--- config.mk ---
export PLATFORM = sky130hd
export DESIGN_NAME = usc_top
export DESIGN_NICKNAME = d
export VERILOG_FILES = /design/src/usc_pkg.sv /design/src/usc_if.sv /design/src/usc_brg.sv /design/src/usc_maj.sv /design/src/usc_top.sv
export VERILOG_INCLUDE_DIRS = /design/src
export SDC_FILE = /design/constraint.sdc
export NUM_CORES = 1
export LEC_CHECK = 0
export BUFFER_PORTS_ARGS = -buffer_cell sky130_fd_sc_hd__buf_4
export CAP_MARGIN = 20
export CORE_ASPECT_RATIO = 0.7
export CORE_UTILIZATION = 40
export CTS_CLUSTER_DIAMETER = 40
export CTS_CLUSTER_SIZE = 25
export DETAILED_ROUTE_END_ITERATION = 7
export GPL_ROUTABILITY_DRIVEN = 1
export GPL_TIMING_DRIVEN = 1
export PLACE_DENSITY = 0.66
export SKIP_CTS_REPAIR_TIMING = 1
export SYNTH_ARGS = -nofsm -noshare
export SYNTH_HDL_FRONTEND = slang
export SYNTH_SLANG_ARGS = --single-unit
--- constraint.sdc ---
create_clock -name pclk -period 3.57 [get_ports pclk]
set_input_delay 0.714 -clock pclk [delete_from_list [all_inputs] [get_ports pclk]]
set_output_delay 0.714 -clock pclk [all_outputs]
set_load 0.02 [all_outputs]
--- src/usc_params.svh ---
`ifndef USC_PARAMS_SVH
`define USC_PARAMS_SVH

// Register bus geometry.
`define USC_AW 8
`define USC_DIV_W 8

// Register byte offsets.
`define USC_OFS_TXSC 8'h00
`define USC_OFS_RXSC 8'h04
`define USC_OFS_DIV 8'h08
`define USC_OFS_TXDATA 8'h0c
`define USC_OFS_RXDATA 8'h10

// Field positions of transmit_status_control.
`define USC_TX_CLOCK_SOURCE_SELECT 7
`define USC_TX_NINE 6
`define USC_TX_EN 5
`define USC_TX_SYNC 4
`define USC_TX_HIGH_SPEED_SELECT 2
`define USC_TX_SHIFT_REG_EMPTY 1
`define USC_TX_NINTH 0

// Field positions of receive_status_control.
`define USC_RX_SERIAL_PORT_ENABLE 7
`define USC_RX_NINE 6
`define USC_RX_SINGLE_RECEIVE_ENABLE 5
`define USC_RX_CONTINUOUS_RECEIVE_ENABLE 4
`define USC_RX_ADDRESS_DETECT_ENABLE 3
`define USC_RX_FRAMING_ERROR 2
`define USC_RX_OVERRUN_ERROR 1
`define USC_RX_NINTH 0

// Valid flag position in the receive data word.
`define USC_RXD_VALID 8

// Reset values.
`define USC_TXSC_RST 8'h02
`define USC_RXSC_RST 8'h00
`define USC_DIV_RST 8'h00

// Generator ticks per bit, minus one, and the centre sample tick.
`define USC_LAST_HI 5'd7
`define USC_LAST_LO 5'd31
`define USC_MID_HI 5'd4
`define USC_MID_LO 5'd16

`endif

--- src/usc_pkg.sv ---
package usc_pkg;

  // Transmit sequencer states.
  typedef enum logic [1:0] {
    USC_TX_IDLE,
    USC_TX_START,
    USC_TX_DATA,
    USC_TX_STOP
  } usc_txs_e;

  // Receive sequencer states.
  typedef enum logic {
    USC_RX_IDLE,
    USC_RX_BIT
  } usc_rxs_e;

  // Whole state of the top module.
  typedef struct packed {
    logic clock_source_select;
    logic tx9;
    logic transmit_enable;
    logic sync_mode;
    logic high_speed_select;
    logic transmit_ninth_bit;
    logic serial_port_enable;
    logic rx9;
    logic single_receive_enable;
    logic continuous_receive_enable;
    logic address_detect_enable;
    logic framing_error;
    logic overrun_error;
    logic receive_ninth_bit;
    logic [7:0] div;
    usc_txs_e txst;
    logic [8:0] tsh;
    logic [3:0] tcnt;
    logic [4:0] tph;
    usc_rxs_e rxst;
    logic [8:0] rsh;
    logic [3:0] rcnt;
    logic [4:0] rph;
    logic [7:0] rdat;
    logic rvalid;
    logic sclk;
    logic ck_d;
    logic tck_o;
    logic tck_oe;
    logic rdt_o;
    logic rdt_oe;
    logic [31:0] prdata;
    logic pready;
    logic pslverr;
  } usc_top_s;

  // State of the majority voter.
  typedef struct packed {
    logic [2:0] smp;
  } usc_maj_s;

endpackage

--- src/usc_if.sv ---
`timescale 1ns/1ps

// Baud generator link: new divisor, restart strobe and tick back.
interface usc_brg_if #(parameter int W = 8);
  logic [W-1:0] div;
  logic restart;
  logic tick;
  modport ctl (output div, output restart, input tick);
  modport gen (input div, input restart, output tick);
endinterface

// Majority voter link: sample strobe, pin level and voted level.
interface usc_maj_if;
  logic sample;
  logic din;
  logic vote;
  modport ctl (output sample, output din, input vote);
  modport vtr (input sample, input din, output vote);
endinterface

--- src/usc_brg.sv ---
`timescale 1ns/1ps

// Free-running divisor timer behind a divide-by-two prescaler.
module usc_brg #(
  parameter int W = 8
) (
  input wire logic pclk,
  input wire logic presetn,
  input wire logic ce,
  usc_brg_if.gen bus
);
  typedef struct packed {
    logic pre;
    logic [W-1:0] cnt;
  } usc_brg_s;

  usc_brg_s r;
  usc_brg_s n;

  // One tick every 2*(divisor+1) clocks.
  assign bus.tick = r.pre & (r.cnt == '0);

  // A divisor write restarts the count at once, so the new rate needs no wrap.
  always_comb begin
    n = r;
    n.pre = ~r.pre;
    if (bus.restart) begin
      n.pre = 1'b0;
      n.cnt = bus.div;
    end else if (bus.tick) begin
      n.cnt = bus.div;
    end else if (r.pre) begin
      n.cnt = r.cnt - 1'b1;
    end
  end

  always_ff @(posedge pclk or negedge presetn) begin
    if (!presetn) begin
      r <= '0;
    end else if (ce) begin
      r <= n;
    end
  end
endmodule

--- src/usc_maj.sv ---
`timescale 1ns/1ps

// Keeps the last three pin samples and votes two out of three.
module usc_maj
  import usc_pkg::*;
(
  input wire logic pclk,
  input wire logic presetn,
  input wire logic ce,
  usc_maj_if.vtr bus
);

  usc_maj_s r;
  usc_maj_s n;

  // The vote filters a single-sample glitch on the line.
  assign bus.vote = (r.smp[0] & r.smp[1]) | (r.smp[1] & r.smp[2]) | (r.smp[0] & r.smp[2]);

  always_comb begin
    n = r;
    if (bus.sample) begin
      n.smp = {r.smp[1:0], bus.din};
    end
  end

  always_ff @(posedge pclk or negedge presetn) begin
    if (!presetn) begin
      r <= '0;
    end else if (ce) begin
      r <= n;
    end
  end
endmodule

--- src/usc_top.sv ---
// Decided for this implementation: the register offsets and the APB interface to the registers.
`timescale 1ns/1ps
`include "usc_params.svh"

// Contract
// - Async full duplex, sync master, sync slave.
// - Port enable hands pins to the port.
// - Clock source picks master or slave in sync.
// - Nine-bit selects, separate for receive and transmit.
// - High-speed bit changes async divider.
// - Sync mode ignores the high-speed bit.
// - Received ninth bit held; parity is software's.
// - Single receive runs one frame in sync master, then clears.
// - Continuous receive enables; overrides single receive.
// - Async nine-bit address detect loads only ninth-bit-set frames.
// - Framing error flag follows each frame.
// - Overrun flag clears only by clearing continuous receive.
// - Dedicated free-running eight-bit divisor timer.
// - Generator rate used only when clocking ourselves.
// - Divisor write restarts the generator at once.
// - Rates: divide by 64, 16, 4 times divisor+1.
// - Async receive pin voted from three samples; sync receive takes the pin once per rising clock.
module usc_top
  import usc_pkg::*;
(
  input wire logic pclk,
  input wire logic presetn,
  input wire logic ce,
  input wire logic psel,
  input wire logic penable,
  input wire logic pwrite,
  input wire logic [`USC_AW-1:0] paddr,
  input wire logic [31:0] pwdata,
  output logic [31:0] prdata,
  output logic pready,
  output logic pslverr,
  input wire logic transmit_or_clock_pin_i,
  output logic transmit_or_clock_pin_o,
  output logic transmit_or_clock_pin_oe,
  input wire logic receive_or_data_pin_i,
  output logic receive_or_data_pin_o,
  output logic receive_or_data_pin_oe
);

  usc_top_s r;
  usc_top_s n;

  usc_brg_if #(.W(`USC_DIV_W)) brg_bus ();
  usc_maj_if maj_bus ();

  logic setup;
  logic access;
  logic addr_hit;
  logic wr_txsc;
  logic wr_rxsc;
  logic wr_div;
  logic wr_tx;
  logic rd_rx;
  logic tick;
  logic master;
  logic rx_on;
  logic tx_busy;
  logic tx_allowed;
  logic rise;
  logic fall;
  logic [4:0] last;
  logic [4:0] mid;
  logic [3:0] tnb;
  logic [3:0] rnb;
  logic [7:0] txsc_rd;
  logic [7:0] rxsc_rd;

  // Bus decode: zero-wait slave, answer registered from the setup cycle.
  assign setup = psel & ~penable;
  assign access = psel & penable & r.pready;
  assign addr_hit = (paddr == `USC_OFS_TXSC) | (paddr == `USC_OFS_RXSC) |
                    (paddr == `USC_OFS_DIV) | (paddr == `USC_OFS_TXDATA) |
                    (paddr == `USC_OFS_RXDATA);
  assign wr_txsc = access & pwrite & (paddr == `USC_OFS_TXSC);
  assign wr_rxsc = access & pwrite & (paddr == `USC_OFS_RXSC);
  assign wr_div = access & pwrite & (paddr == `USC_OFS_DIV);
  assign wr_tx = access & pwrite & (paddr == `USC_OFS_TXDATA);
  assign rd_rx = access & ~pwrite & (paddr == `USC_OFS_RXDATA);

  // Status images as software sees them; bit 3 of the transmit word reads zero.
  assign txsc_rd = {r.clock_source_select, r.tx9, r.transmit_enable, r.sync_mode, 1'b0, r.high_speed_select,
                    (r.txst == USC_TX_IDLE), r.transmit_ninth_bit};
  assign rxsc_rd = {r.serial_port_enable, r.rx9, r.single_receive_enable, r.continuous_receive_enable, r.address_detect_enable, r.framing_error, r.overrun_error, r.receive_ninth_bit};

  // Baud generator: the written value goes straight in with the restart.
  assign brg_bus.div = wr_div ? pwdata[7:0] : r.div;
  assign brg_bus.restart = wr_div;
  assign tick = brg_bus.tick;

  // Mode decode.
  assign master = r.sync_mode & r.clock_source_select;
  assign rx_on = r.serial_port_enable & r.sync_mode & (r.continuous_receive_enable | (r.single_receive_enable & master));
  assign tx_busy = (r.txst != USC_TX_IDLE);
  assign tx_allowed = r.serial_port_enable & r.transmit_enable & ~rx_on;
  assign tnb = r.tx9 ? 4'd9 : 4'd8;
  assign rnb = r.rx9 ? 4'd9 : 4'd8;
  assign last = r.high_speed_select ? `USC_LAST_HI : `USC_LAST_LO;
  assign mid = r.high_speed_select ? `USC_MID_HI : `USC_MID_LO;

  // Sync clock edges: our own divided clock as master, the pin as slave.
  // The pin is taken as synchronous, so a one-flop delay gives a clean edge.
  assign rise = master ? (tick & ~r.sclk & (rx_on | tx_busy)) :
                (transmit_or_clock_pin_i & ~r.ck_d);
  assign fall = master ? (tick & r.sclk) : (~transmit_or_clock_pin_i & r.ck_d);

  // Three samples around the bit centre feed the voter.
  assign maj_bus.sample = tick & ~r.sync_mode & (r.rxst == USC_RX_BIT) &
                          (r.rph >= mid - 5'd1) & (r.rph <= mid + 5'd1);
  assign maj_bus.din = receive_or_data_pin_i;

  usc_brg #(.W(`USC_DIV_W)) u_brg (
    .pclk(pclk),
    .presetn(presetn),
    .ce(ce),
    .bus(brg_bus)
  );

  usc_maj u_maj (
    .pclk(pclk),
    .presetn(presetn),
    .ce(ce),
    .bus(maj_bus)
  );

  // Next-state logic for the bus slave, both sequencers and the pins.
  always_comb begin
    logic dl;
    logic [8:0] dd;
    dl = 1'b0;
    dd = 9'h000;
    n = r;

    // Bus answer, prepared in the setup cycle.
    n.pready = setup;
    n.pslverr = setup & ~addr_hit;
    n.prdata = 32'h0000_0000;
    if (setup) begin
      case (paddr)
        `USC_OFS_TXSC: n.prdata = {24'h00_0000, txsc_rd};
        `USC_OFS_RXSC: n.prdata = {24'h00_0000, rxsc_rd};
        `USC_OFS_DIV: n.prdata = {24'h00_0000, r.div};
        `USC_OFS_RXDATA: n.prdata = {23'h00_0000, r.rvalid, r.rdat};
        default: n.prdata = 32'h0000_0000;
      endcase
    end

    // Register writes; read-only status bits are not touched, except overrun, cleared when continuous receive is written zero.
    if (wr_txsc) begin
      n.clock_source_select = pwdata[`USC_TX_CLOCK_SOURCE_SELECT];
      n.tx9 = pwdata[`USC_TX_NINE];
      n.transmit_enable = pwdata[`USC_TX_EN];
      n.sync_mode = pwdata[`USC_TX_SYNC];
      n.high_speed_select = pwdata[`USC_TX_HIGH_SPEED_SELECT];
      n.transmit_ninth_bit = pwdata[`USC_TX_NINTH];
    end
    if (wr_rxsc) begin
      n.serial_port_enable = pwdata[`USC_RX_SERIAL_PORT_ENABLE];
      n.rx9 = pwdata[`USC_RX_NINE];
      n.single_receive_enable = pwdata[`USC_RX_SINGLE_RECEIVE_ENABLE];
      n.continuous_receive_enable = pwdata[`USC_RX_CONTINUOUS_RECEIVE_ENABLE];
      n.address_detect_enable = pwdata[`USC_RX_ADDRESS_DETECT_ENABLE];
      if (!pwdata[`USC_RX_CONTINUOUS_RECEIVE_ENABLE]) begin
        n.overrun_error = 1'b0;
      end
    end
    if (wr_div) begin
      n.div = pwdata[7:0];
    end
    if (rd_rx) begin
      n.rvalid = 1'b0;
    end

    // Transmit sequencer. Sync shifts one bit per clock, async frames it.
    case (r.txst)
      USC_TX_IDLE: begin
        // A data write while busy is dropped; software polls the empty flag.
        if (wr_tx & tx_allowed) begin
          n.tsh = {(r.tx9 ? r.transmit_ninth_bit : 1'b1), pwdata[7:0]};
          n.tcnt = 4'd0;
          n.tph = 5'd0;
          n.txst = r.sync_mode ? USC_TX_DATA : USC_TX_START;
        end
      end
      USC_TX_START: begin
        if (tick) begin
          n.tph = (r.tph == last) ? 5'd0 : r.tph + 5'd1;
          if (r.tph == last) begin
            n.txst = USC_TX_DATA;
          end
        end
      end
      USC_TX_DATA: begin
        if (r.sync_mode) begin
          if (fall) begin
            n.tsh = {1'b0, r.tsh[8:1]};
            n.tcnt = r.tcnt + 4'd1;
            if (r.tcnt == tnb - 4'd1) begin
              n.txst = USC_TX_IDLE;
            end
          end
        end else if (tick) begin
          n.tph = (r.tph == last) ? 5'd0 : r.tph + 5'd1;
          if (r.tph == last) begin
            n.tsh = {1'b0, r.tsh[8:1]};
            n.tcnt = r.tcnt + 4'd1;
            if (r.tcnt == tnb - 4'd1) begin
              n.txst = USC_TX_STOP;
            end
          end
        end
      end
      USC_TX_STOP: begin
        if (tick) begin
          n.tph = (r.tph == last) ? 5'd0 : r.tph + 5'd1;
          if (r.tph == last) begin
            n.txst = USC_TX_IDLE;
          end
        end
      end
      default: n.txst = USC_TX_IDLE;
    endcase
    // Losing the enable, or a receive taking the line, aborts the frame.
    if (!tx_allowed) begin
      n.txst = USC_TX_IDLE;
    end

    // Receive sequencer.
    if (r.sync_mode) begin
      n.rxst = USC_RX_IDLE;
      n.rph = 5'd0;
      if (!rx_on) begin
        n.rcnt = 4'd0;
      end else if (rise) begin
        n.rsh = {receive_or_data_pin_i, r.rsh[8:1]};
        n.rcnt = r.rcnt + 4'd1;
        if (r.rcnt == rnb - 4'd1) begin
          n.rcnt = 4'd0;
          dl = 1'b1;
          dd = {receive_or_data_pin_i, r.rsh[8:1]};
          n.framing_error = 1'b0;
          if (!r.continuous_receive_enable) begin
            n.single_receive_enable = 1'b0;
          end
        end
      end
    end else if (!(r.serial_port_enable & r.continuous_receive_enable)) begin
      n.rxst = USC_RX_IDLE;
      n.rcnt = 4'd0;
    end else begin
      case (r.rxst)
        USC_RX_IDLE: begin
          // A low level on a tick is taken as the start edge.
          if (tick & ~receive_or_data_pin_i) begin
            n.rxst = USC_RX_BIT;
            n.rph = 5'd1;
            n.rcnt = 4'd0;
          end
        end
        USC_RX_BIT: begin
          if (tick) begin
            n.rph = (r.rph == last) ? 5'd0 : r.rph + 5'd1;
            if (r.rph == last) begin
              n.rcnt = r.rcnt + 4'd1;
              if (r.rcnt == 4'd0) begin
                // A start bit that votes high was a glitch.
                if (maj_bus.vote) begin
                  n.rxst = USC_RX_IDLE;
                end
              end else if (r.rcnt <= rnb) begin
                n.rsh = {maj_bus.vote, r.rsh[8:1]};
              end else begin
                n.rxst = USC_RX_IDLE;
                n.framing_error = ~maj_bus.vote;
                dl = 1'b1;
                dd = r.rsh;
              end
            end
          end
        end
        default: n.rxst = USC_RX_IDLE;
      endcase
    end

    // Delivery: address filter, then load or flag overrun. A new frame
    // beats a same-cycle read, so the flag set wins over its clear.
    if (dl) begin
      if (!(~r.sync_mode & r.rx9 & r.address_detect_enable) | dd[8]) begin
        if (n.rvalid) begin
          n.overrun_error = 1'b1;
        end else begin
          n.rdat = r.rx9 ? dd[7:0] : dd[8:1];
          n.receive_ninth_bit = r.rx9 ? dd[8] : 1'b0;
          n.rvalid = 1'b1;
        end
      end
    end

    // Master clock idles low and toggles on generator ticks.
    if (!(master & r.serial_port_enable)) begin
      n.sclk = 1'b0;
    end else if (rise) begin
      n.sclk = 1'b1;
    end else if (fall) begin
      n.sclk = 1'b0;
    end
    n.ck_d = transmit_or_clock_pin_i;

    // Pin drive, registered so every output comes from a flop.
    if (!n.serial_port_enable) begin
      n.tck_o = 1'b0;
      n.tck_oe = 1'b0;
      n.rdt_o = 1'b0;
      n.rdt_oe = 1'b0;
    end else if (!n.sync_mode) begin
      n.tck_oe = 1'b1;
      n.tck_o = (n.txst == USC_TX_START) ? 1'b0 :
                (n.txst == USC_TX_DATA) ? n.tsh[0] : 1'b1;
      n.rdt_o = 1'b0;
      n.rdt_oe = 1'b0;
    end else begin
      n.tck_oe = n.clock_source_select;
      n.tck_o = n.clock_source_select & n.sclk;
      n.rdt_oe = (n.txst != USC_TX_IDLE);
      n.rdt_o = n.tsh[0];
    end
  end

  // All state in one register; reset leaves every register at its reset value.
  always_ff @(posedge pclk or negedge presetn) begin
    if (!presetn) begin
      r <= '0;
      r.div <= `USC_DIV_RST;
    end else if (ce) begin
      r <= n;
    end
  end

  assign prdata = r.prdata;
  assign pready = r.pready;
  assign pslverr = r.pslverr;
  assign transmit_or_clock_pin_o = r.tck_o;
  assign transmit_or_clock_pin_oe = r.tck_oe;
  assign receive_or_data_pin_o = r.rdt_o;
  assign receive_or_data_pin_oe = r.rdt_oe;

endmodule

==> results of run 1 <==
[placed cells by master, fill, tap and decap left out, types with 8 or more instances in the layout]
cell type  instances
nor2_1            70
o22ai_1           12
ha_1              13
mux2_2            25
conb_1            23
o21ai_1           16
o2bb2ai_1          9
o21ai_0           26
a21oi_1           59
clkbuf_16          9
inv_1             25
dfrtp_1           99
o31ai_1            8
a22oi_1           16
mux2i_1            9
nand2_1           42
nand3_1           28
buf_4             54
nor3_1            12
[sequential cells by signal, indices dropped and copies added (netlist names), 3 cells and up]
name     cells
r           72
prdata       9
u_brg.r      9
u_maj.r      3
[worst max-delay path, stage by stage, from the launching register on]
cell and delay, ps:
dfrtp_1 420, or4_1 690, or3_1 480, nor4_1 550, a22o_1 310, and3_1 180
buf_4 220, nor2_1 60, a31oi_1 150
[kinds of logic (layout without fill, tap and decap cells)]
group                      count (synthesis)  count (layout)  synth area share (%)
AOI/OAI and AO/OA                        190             190                 20.95
xor gates and xnor gates                   5               5                0.7538
adders and majority gates                 14              14                 2.972
buffers and inverters                     92              97                 8.247
DFF                                       99              99                 42.64
muxes                                     34              34                 6.395
other                                      1              23               0.06454
and+or+nand+nor                          213             213                 17.98
[per-layer routing]
| layer | vias to the layer above | GRT usage [%] | wire [um] |
|---|---|---|---|
| met1 | 2393 | 29.65 | 7330 |
| li1 | 2334 | - | - |
| met2 | 177 | 30.88 | 6366 |
| met5 | - | 0 | 0 |
| met3 | 18 | 4.248 | 861 |
| met4 | 0 | 5.208 | 156 |
[final timing paths]
path                                          to  slack, ps  cells after the start
setup reg to reg               r[46]$_DFFE_PN0P_        430                      8
hold reg to reg            prdata[2]$_DFFE_PN0P_        500                      1
min in group asynchronous  prdata[5]$_DFFE_PN0P_        510                      1
max in group asynchronous  prdata[4]$_DFFE_PN0P_       2200                      2
hold / removal             prdata[2]$_DFFE_PN0P_        500                      1
setup / recovery               r[46]$_DFFE_PN0P_        430                      8
[where the power goes]
part | switching [mW] | internal [mW]
registers | 0.0826 | 1.19
clock network | 0.442 | 0.616
logic | 0.206 | 0.149
total | 0.731 | 1.95
[stage by stage]
step	hold WS, ps	instances
after floorplan	418.4	670
after global placement	476.8	849
after detailed placement	478.9	849
after CTS	496.8	865
after global routing	510.2	865
final	495.5	865
[area by class of cell]
class	count	area share, %
Clock buffer	10	3.532
Inverter	27	1.563
Timing Repair Buffer	54	6.254
Sequential cell	99	38.22
Multi-Input combinational cell	479	45.38
Tap cell	190	3.667
Clock inverter	6	1.390
==> reports/results.ini, run 1 <==
[synthesis]
synth_cells=648
synth_area_mm2=0.005811
yosys_most_used_dff=dfrtp_1
async_flop_share_pct=100.0
ys_seq_area_share_pct=42.64
synth-seq-cells=99
synth_most_common_cell=dfrtp_1
synth.avg_cell_area_um2=8.967
synthTopCellsByCount=dfrtp_1, nor2_1, a21oi_1
yosysWarnings=0
synth_top_area_cell=dfrtp_1
yosys.area.top_type_share_pct=42.64
synth_area_leaders=dfrtp_1, a21oi_1, mux2_2
synth_cell_types=67
synth-edff-count=0

[final_layout]
multiInputGateArea_mm2=0.002942
synthToLayoutAreaGrowth_pct=11.56
post-route-util_pct=46.13
finish.instance_area_mm2=0.006482
num_antenna_cells=0
drive_above_1_share_pct=15.56
final_nets=731
fillers=1356
seqCellArea_mm2=0.002477

[die]
core_area_mm2=0.01405
io_pins=86
rows=36
die_w_um=146.1
die_area_mm2=0.01502
start_util_pct=41.35
chipHeight_um=102.8

[cts]
root_buffer=clkbuf_16
clk_pin_slew_ps=70
cts.path.max_buffers=2
cts_made_buffers=9
clock_latency_ps=350
cts_tree=done
htree_levels=3
clock-sinks=99

[place]
place_ws_ps=436.8
dp_hpwl_um=10730
port_buffers=38
dpl-instance-area_mm2=0.006163
gp_congestion=0.8730

[timing]
tns_ps=0
setup_slack_ps=430.3
slew_viol_final=0
finalHoldViolCount=0
min_period_over_period_pct=87.95
fmax_mhz=318.5
min_period_ps=3140
setup_violations=0
skew_ps=6.072
rsz0062_at_grt=false
slew_headroom_pct=34.80
tightest_slew_ps=977.9

[critical_path]
worstSetupStartpointType=flop
r2r_start=u_brg.r[3]$_DFFE_PN0P_
crit_arrival_ps=3410
cp-end-kind=flop
worstSetupPathType=reg2reg
worstPathRequired_ps=3840
startpoint=u_brg.r[3]$_DFFE_PN0P_
worstPathMaxFanout=18

[power_and_ir_drop]
p_leak_nw=2.853
vdd_ir_drop_max_mv=0.2541
p_per_area_mw_per_mm2=413.6
power_mw=2.681

[global_route]
grt_pass1_wl_um=24030
grt_pass1_vias=4659
grt_usage_pct=20.36
gr-total-overflow=0
grt_start_max_net_pins=75
antenna_found_initial=0

[routing]
viasPerCell=5.690
drc=0
drtIter0Drc=467
wirelength_um=14710
vias=4922
first_pass_iters=8
ant_nets=0
routedWlPerCell_um=17.01

[status]
status=completed

[worst_hold_path]
hp-start=prdata[2]$_DFFE_PN0P_
min_path_type=reg2reg

[flow_run]
maxCapViolations=0

Power figures use the tool's default switching activity.
==> inputs of run 2 (changes only) <==
--- a/config.mk
+++ b/config.mk
@@ -11,7 +11,7 @@
 export CORE_ASPECT_RATIO = 0.7
 export CORE_UTILIZATION = 40
 export CTS_CLUSTER_DIAMETER = 40
-export CTS_CLUSTER_SIZE = 25
+export CTS_CLUSTER_SIZE = 30
 export DETAILED_ROUTE_END_ITERATION = 7
 export GPL_ROUTABILITY_DRIVEN = 1
 export GPL_TIMING_DRIVEN = 1
@@ -19,4 +19,5 @@
 export SKIP_CTS_REPAIR_TIMING = 1
 export SYNTH_ARGS = -nofsm -noshare
 export SYNTH_HDL_FRONTEND = slang
+export SYNTH_HIERARCHICAL = 1
 export SYNTH_SLANG_ARGS = --single-unit
==> reports/results.ini, run 2 <==
[routing]
wirelength_um=15260
routedWlPerCell_um=17.80
vias=5016
first_pass_iters=7
viasPerCell=5.853
drtIter0Drc=553
ant_nets=0
drc=0

[cts]
cts_tree=done
htree_levels=3
clock_latency_ps=350
clock-sinks=99
clk_pin_slew_ps=70
cts_made_buffers=9
root_buffer=clkbuf_16
cts.path.max_buffers=2

[critical_path]
worstPathMaxFanout=18
startpoint=u_brg/r[0]$_DFFE_PN0P_
worstPathRequired_ps=3750
worstSetupPathType=reg2reg
crit_arrival_ps=3480
regToRegSetupSlack_ps=270
reg2reg_to=r[43]$_DFFE_PN0P_
r2r_start=u_brg/r[0]$_DFFE_PN0P_
r2r_cells=9
cp-end-kind=flop
worstSetupStartpointType=flop
cp-endpoint=r[43]$_DFFE_PN0P_

[final_layout]
final_common_cell=dfrtp_1
synthToLayoutAreaGrowth_pct=11.40
largest_register_ffs=72
largest_register=r
final_cell_mix=dfrtp_1, nand2_1, buf_4
num_antenna_cells=0
final_nets=718
drive_above_1_share_pct=21.15

[power_and_ir_drop]
p_int_mw=1.776
vdd_ir_drop_max_mv=0.2238
p_clk_share_pct=38.5
power.switching_mw=0.6851
p_leak_nw=2.861
p_seq_share_pct=49.7
sw_frac_of_total_pct=27.84
p_per_area_mw_per_mm2=367.9
p_comb_share_pct=11.8

[timing]
tightest_slew_ps=1086
tns_ps=0
slew_headroom_pct=27.31
min_period_over_period_pct=92.45
rsz0062_at_grt=false
slew_viol_final=0
finalHoldViolCount=0
setup_violations=0
min_period_ps=3300
skew_ps=4.783
setup_slack_ps=269.5
fmax_mhz=303.0

[place]
gp_congestion=0.8401
place_ws_ps=404.0
dp_hpwl_um=11180
port_buffers=38

[synthesis]
synth_compound_area_share_pct=22.53
synth_area_mm2=0.006005
synth-edff-count=0
synth_fa_ha_area_share_pct=3.042
synth_top_area_cell=dfrtp_1
synth.avg_cell_area_um2=9.638
synthSimpleGateAreaFrac_pct=18.17
synth_most_common_cell=dfrtp_1
synthTopCellsByCount=dfrtp_1, nand2_1, o21ai_0
synth_cell_types=83
yosysWarnings=6
async_flop_share_pct=100.0
synth_area_leaders=dfrtp_1, mux2_2, buf_4
synth_xor_area_share_pct=0.1459
yosys_most_used_dff=dfrtp_1
synth_cells=623
ys_seq_area_share_pct=41.26
yosys.area.top_type_share_pct=41.26
synthMuxAreaShare_pct=7.377
synth_top_family_by_area=compound AO/OA/AOI/OAI gates
synth-seq-cells=99

[die]
chipHeight_um=104.5
core_area_mm2=0.01468
io_pins=86
rows=37
start_util_pct=40.92
die_area_mm2=0.01551
die_w_um=148.4

[global_route]
grt_pass1_vias=4733
grt_pass1_wl_um=24740
gr-total-overflow=0
antenna_found_initial=0
grt_usage_pct=20.37
grt_start_max_net_pins=60

[worst_hold_path]
min_path_type=in2async

[status]
status=completed

[flow_run]
maxCapViolations=0

==> run 2: changes by cell type after synthesis, moves of 6 or more <==
cell / delta
a21oi_1: -42
a21oi_2: +8
a222oi_1: +6
a22o_1: +12
clkbuf_1: -8
mux2_2: +9
nand2_1: +21
nand3_1: -14
nor2_1: -26
o21ai_0: +21
o21ai_1: -13
o22ai_1: -10
==> run 2: critical path: stages, from the launching register on <==
cell	delay, ps
dfrtp_1	390
inv_1	90
ha_1	230
nor3b_4	180
and3_1	290
nor2b_1	200
mux2i_1	450
nor3_1	140
o211ai_1	900
o21ai_0	240
==> run 2: power groups by stage <==
stage	Combinational, mW	Clock, mW	Sequential [mW]
floorplan	0.205	0	1.23
global placement	0.275	0	1.24
detailed placement	0.290	0	1.24
CTS	0.290	0.954	1.22
global route	0.320	1.01	1.23
finish	0.290	0.947	1.22
==> run 2: logic make-up (layout without fill, tap and decap cells) <==
logic type      count (synthesis)  after routing
compound gates                183            183
xor+xnor                        1              1
fa+ha+maj                      15             15
buf+inv                        79             96
flops                          99             99
mux                            40             40
other cells                     1             23
simple gates                  205            205
==> run 2: metal layers <==
| metal | GRT usage [%] | routed length [um] | vias to the layer above |
|---|---|---|---|
| met4 | 5.155 | 162 | 0 |
| li1 | - | - | 2326 |
| met2 | 30.41 | 6859 | 176 |
| met5 | 0 | 0 | - |
| met3 | 5.877 | 1170 | 16 |
| met1 | 28.70 | 7062 | 2498 |
==> run 2: metrics by stage <==
step / cell area [um2] / std cells / hold slack, ps / total power, mW / utilization (%)
final: 6689 / 857 / 437.2 / 2.461 / 45.58
after CTS: 6689 / 857 / 476.8 / 2.467 / 45.58
after global placement: 6409 / 841 / 476.4 / 1.515 / 43.67
after floorplan: 6087 / 645 / 418.4 / 1.440 / -
after detailed placement: 6409 / 841 / 480.9 / 1.533 / 43.67
after global routing: 6689 / 857 / 509.5 / 2.562 / 45.58
==> run 2: layout make-up <==
| type | instances | area (um2) |
|---|---|---|
| clock buffers | 11 | 242.7 |
| clock inverters | 5 | 37.54 |
| fillers | 1372 | 7986 |
| well taps | 195 | 244.0 |
| flip-flops and latches | 99 | 2477 |
| repair buffers | 56 | 432.9 |
| inverters | 24 | 90.09 |
| multi-input cells | 467 | 3164 |
==> run 2: how the worst min path moves through the flow <==
stage | start | endpoint
floorplan | presetn | prdata[0]$_DFFE_PN0P_
global placement | r[58]$_DFFE_PN0P_ | r[58]$_DFFE_PN0P_
detailed placement | prdata[7]$_DFFE_PN0P_ | prdata[7]$_DFFE_PN0P_
CTS | presetn | receive_or_data_pin_oe$_DFFE_PN0P_
global route | presetn | receive_or_data_pin_oe$_DFFE_PN0P_
finish | presetn | receive_or_data_pin_oe$_DFFE_PN0P_
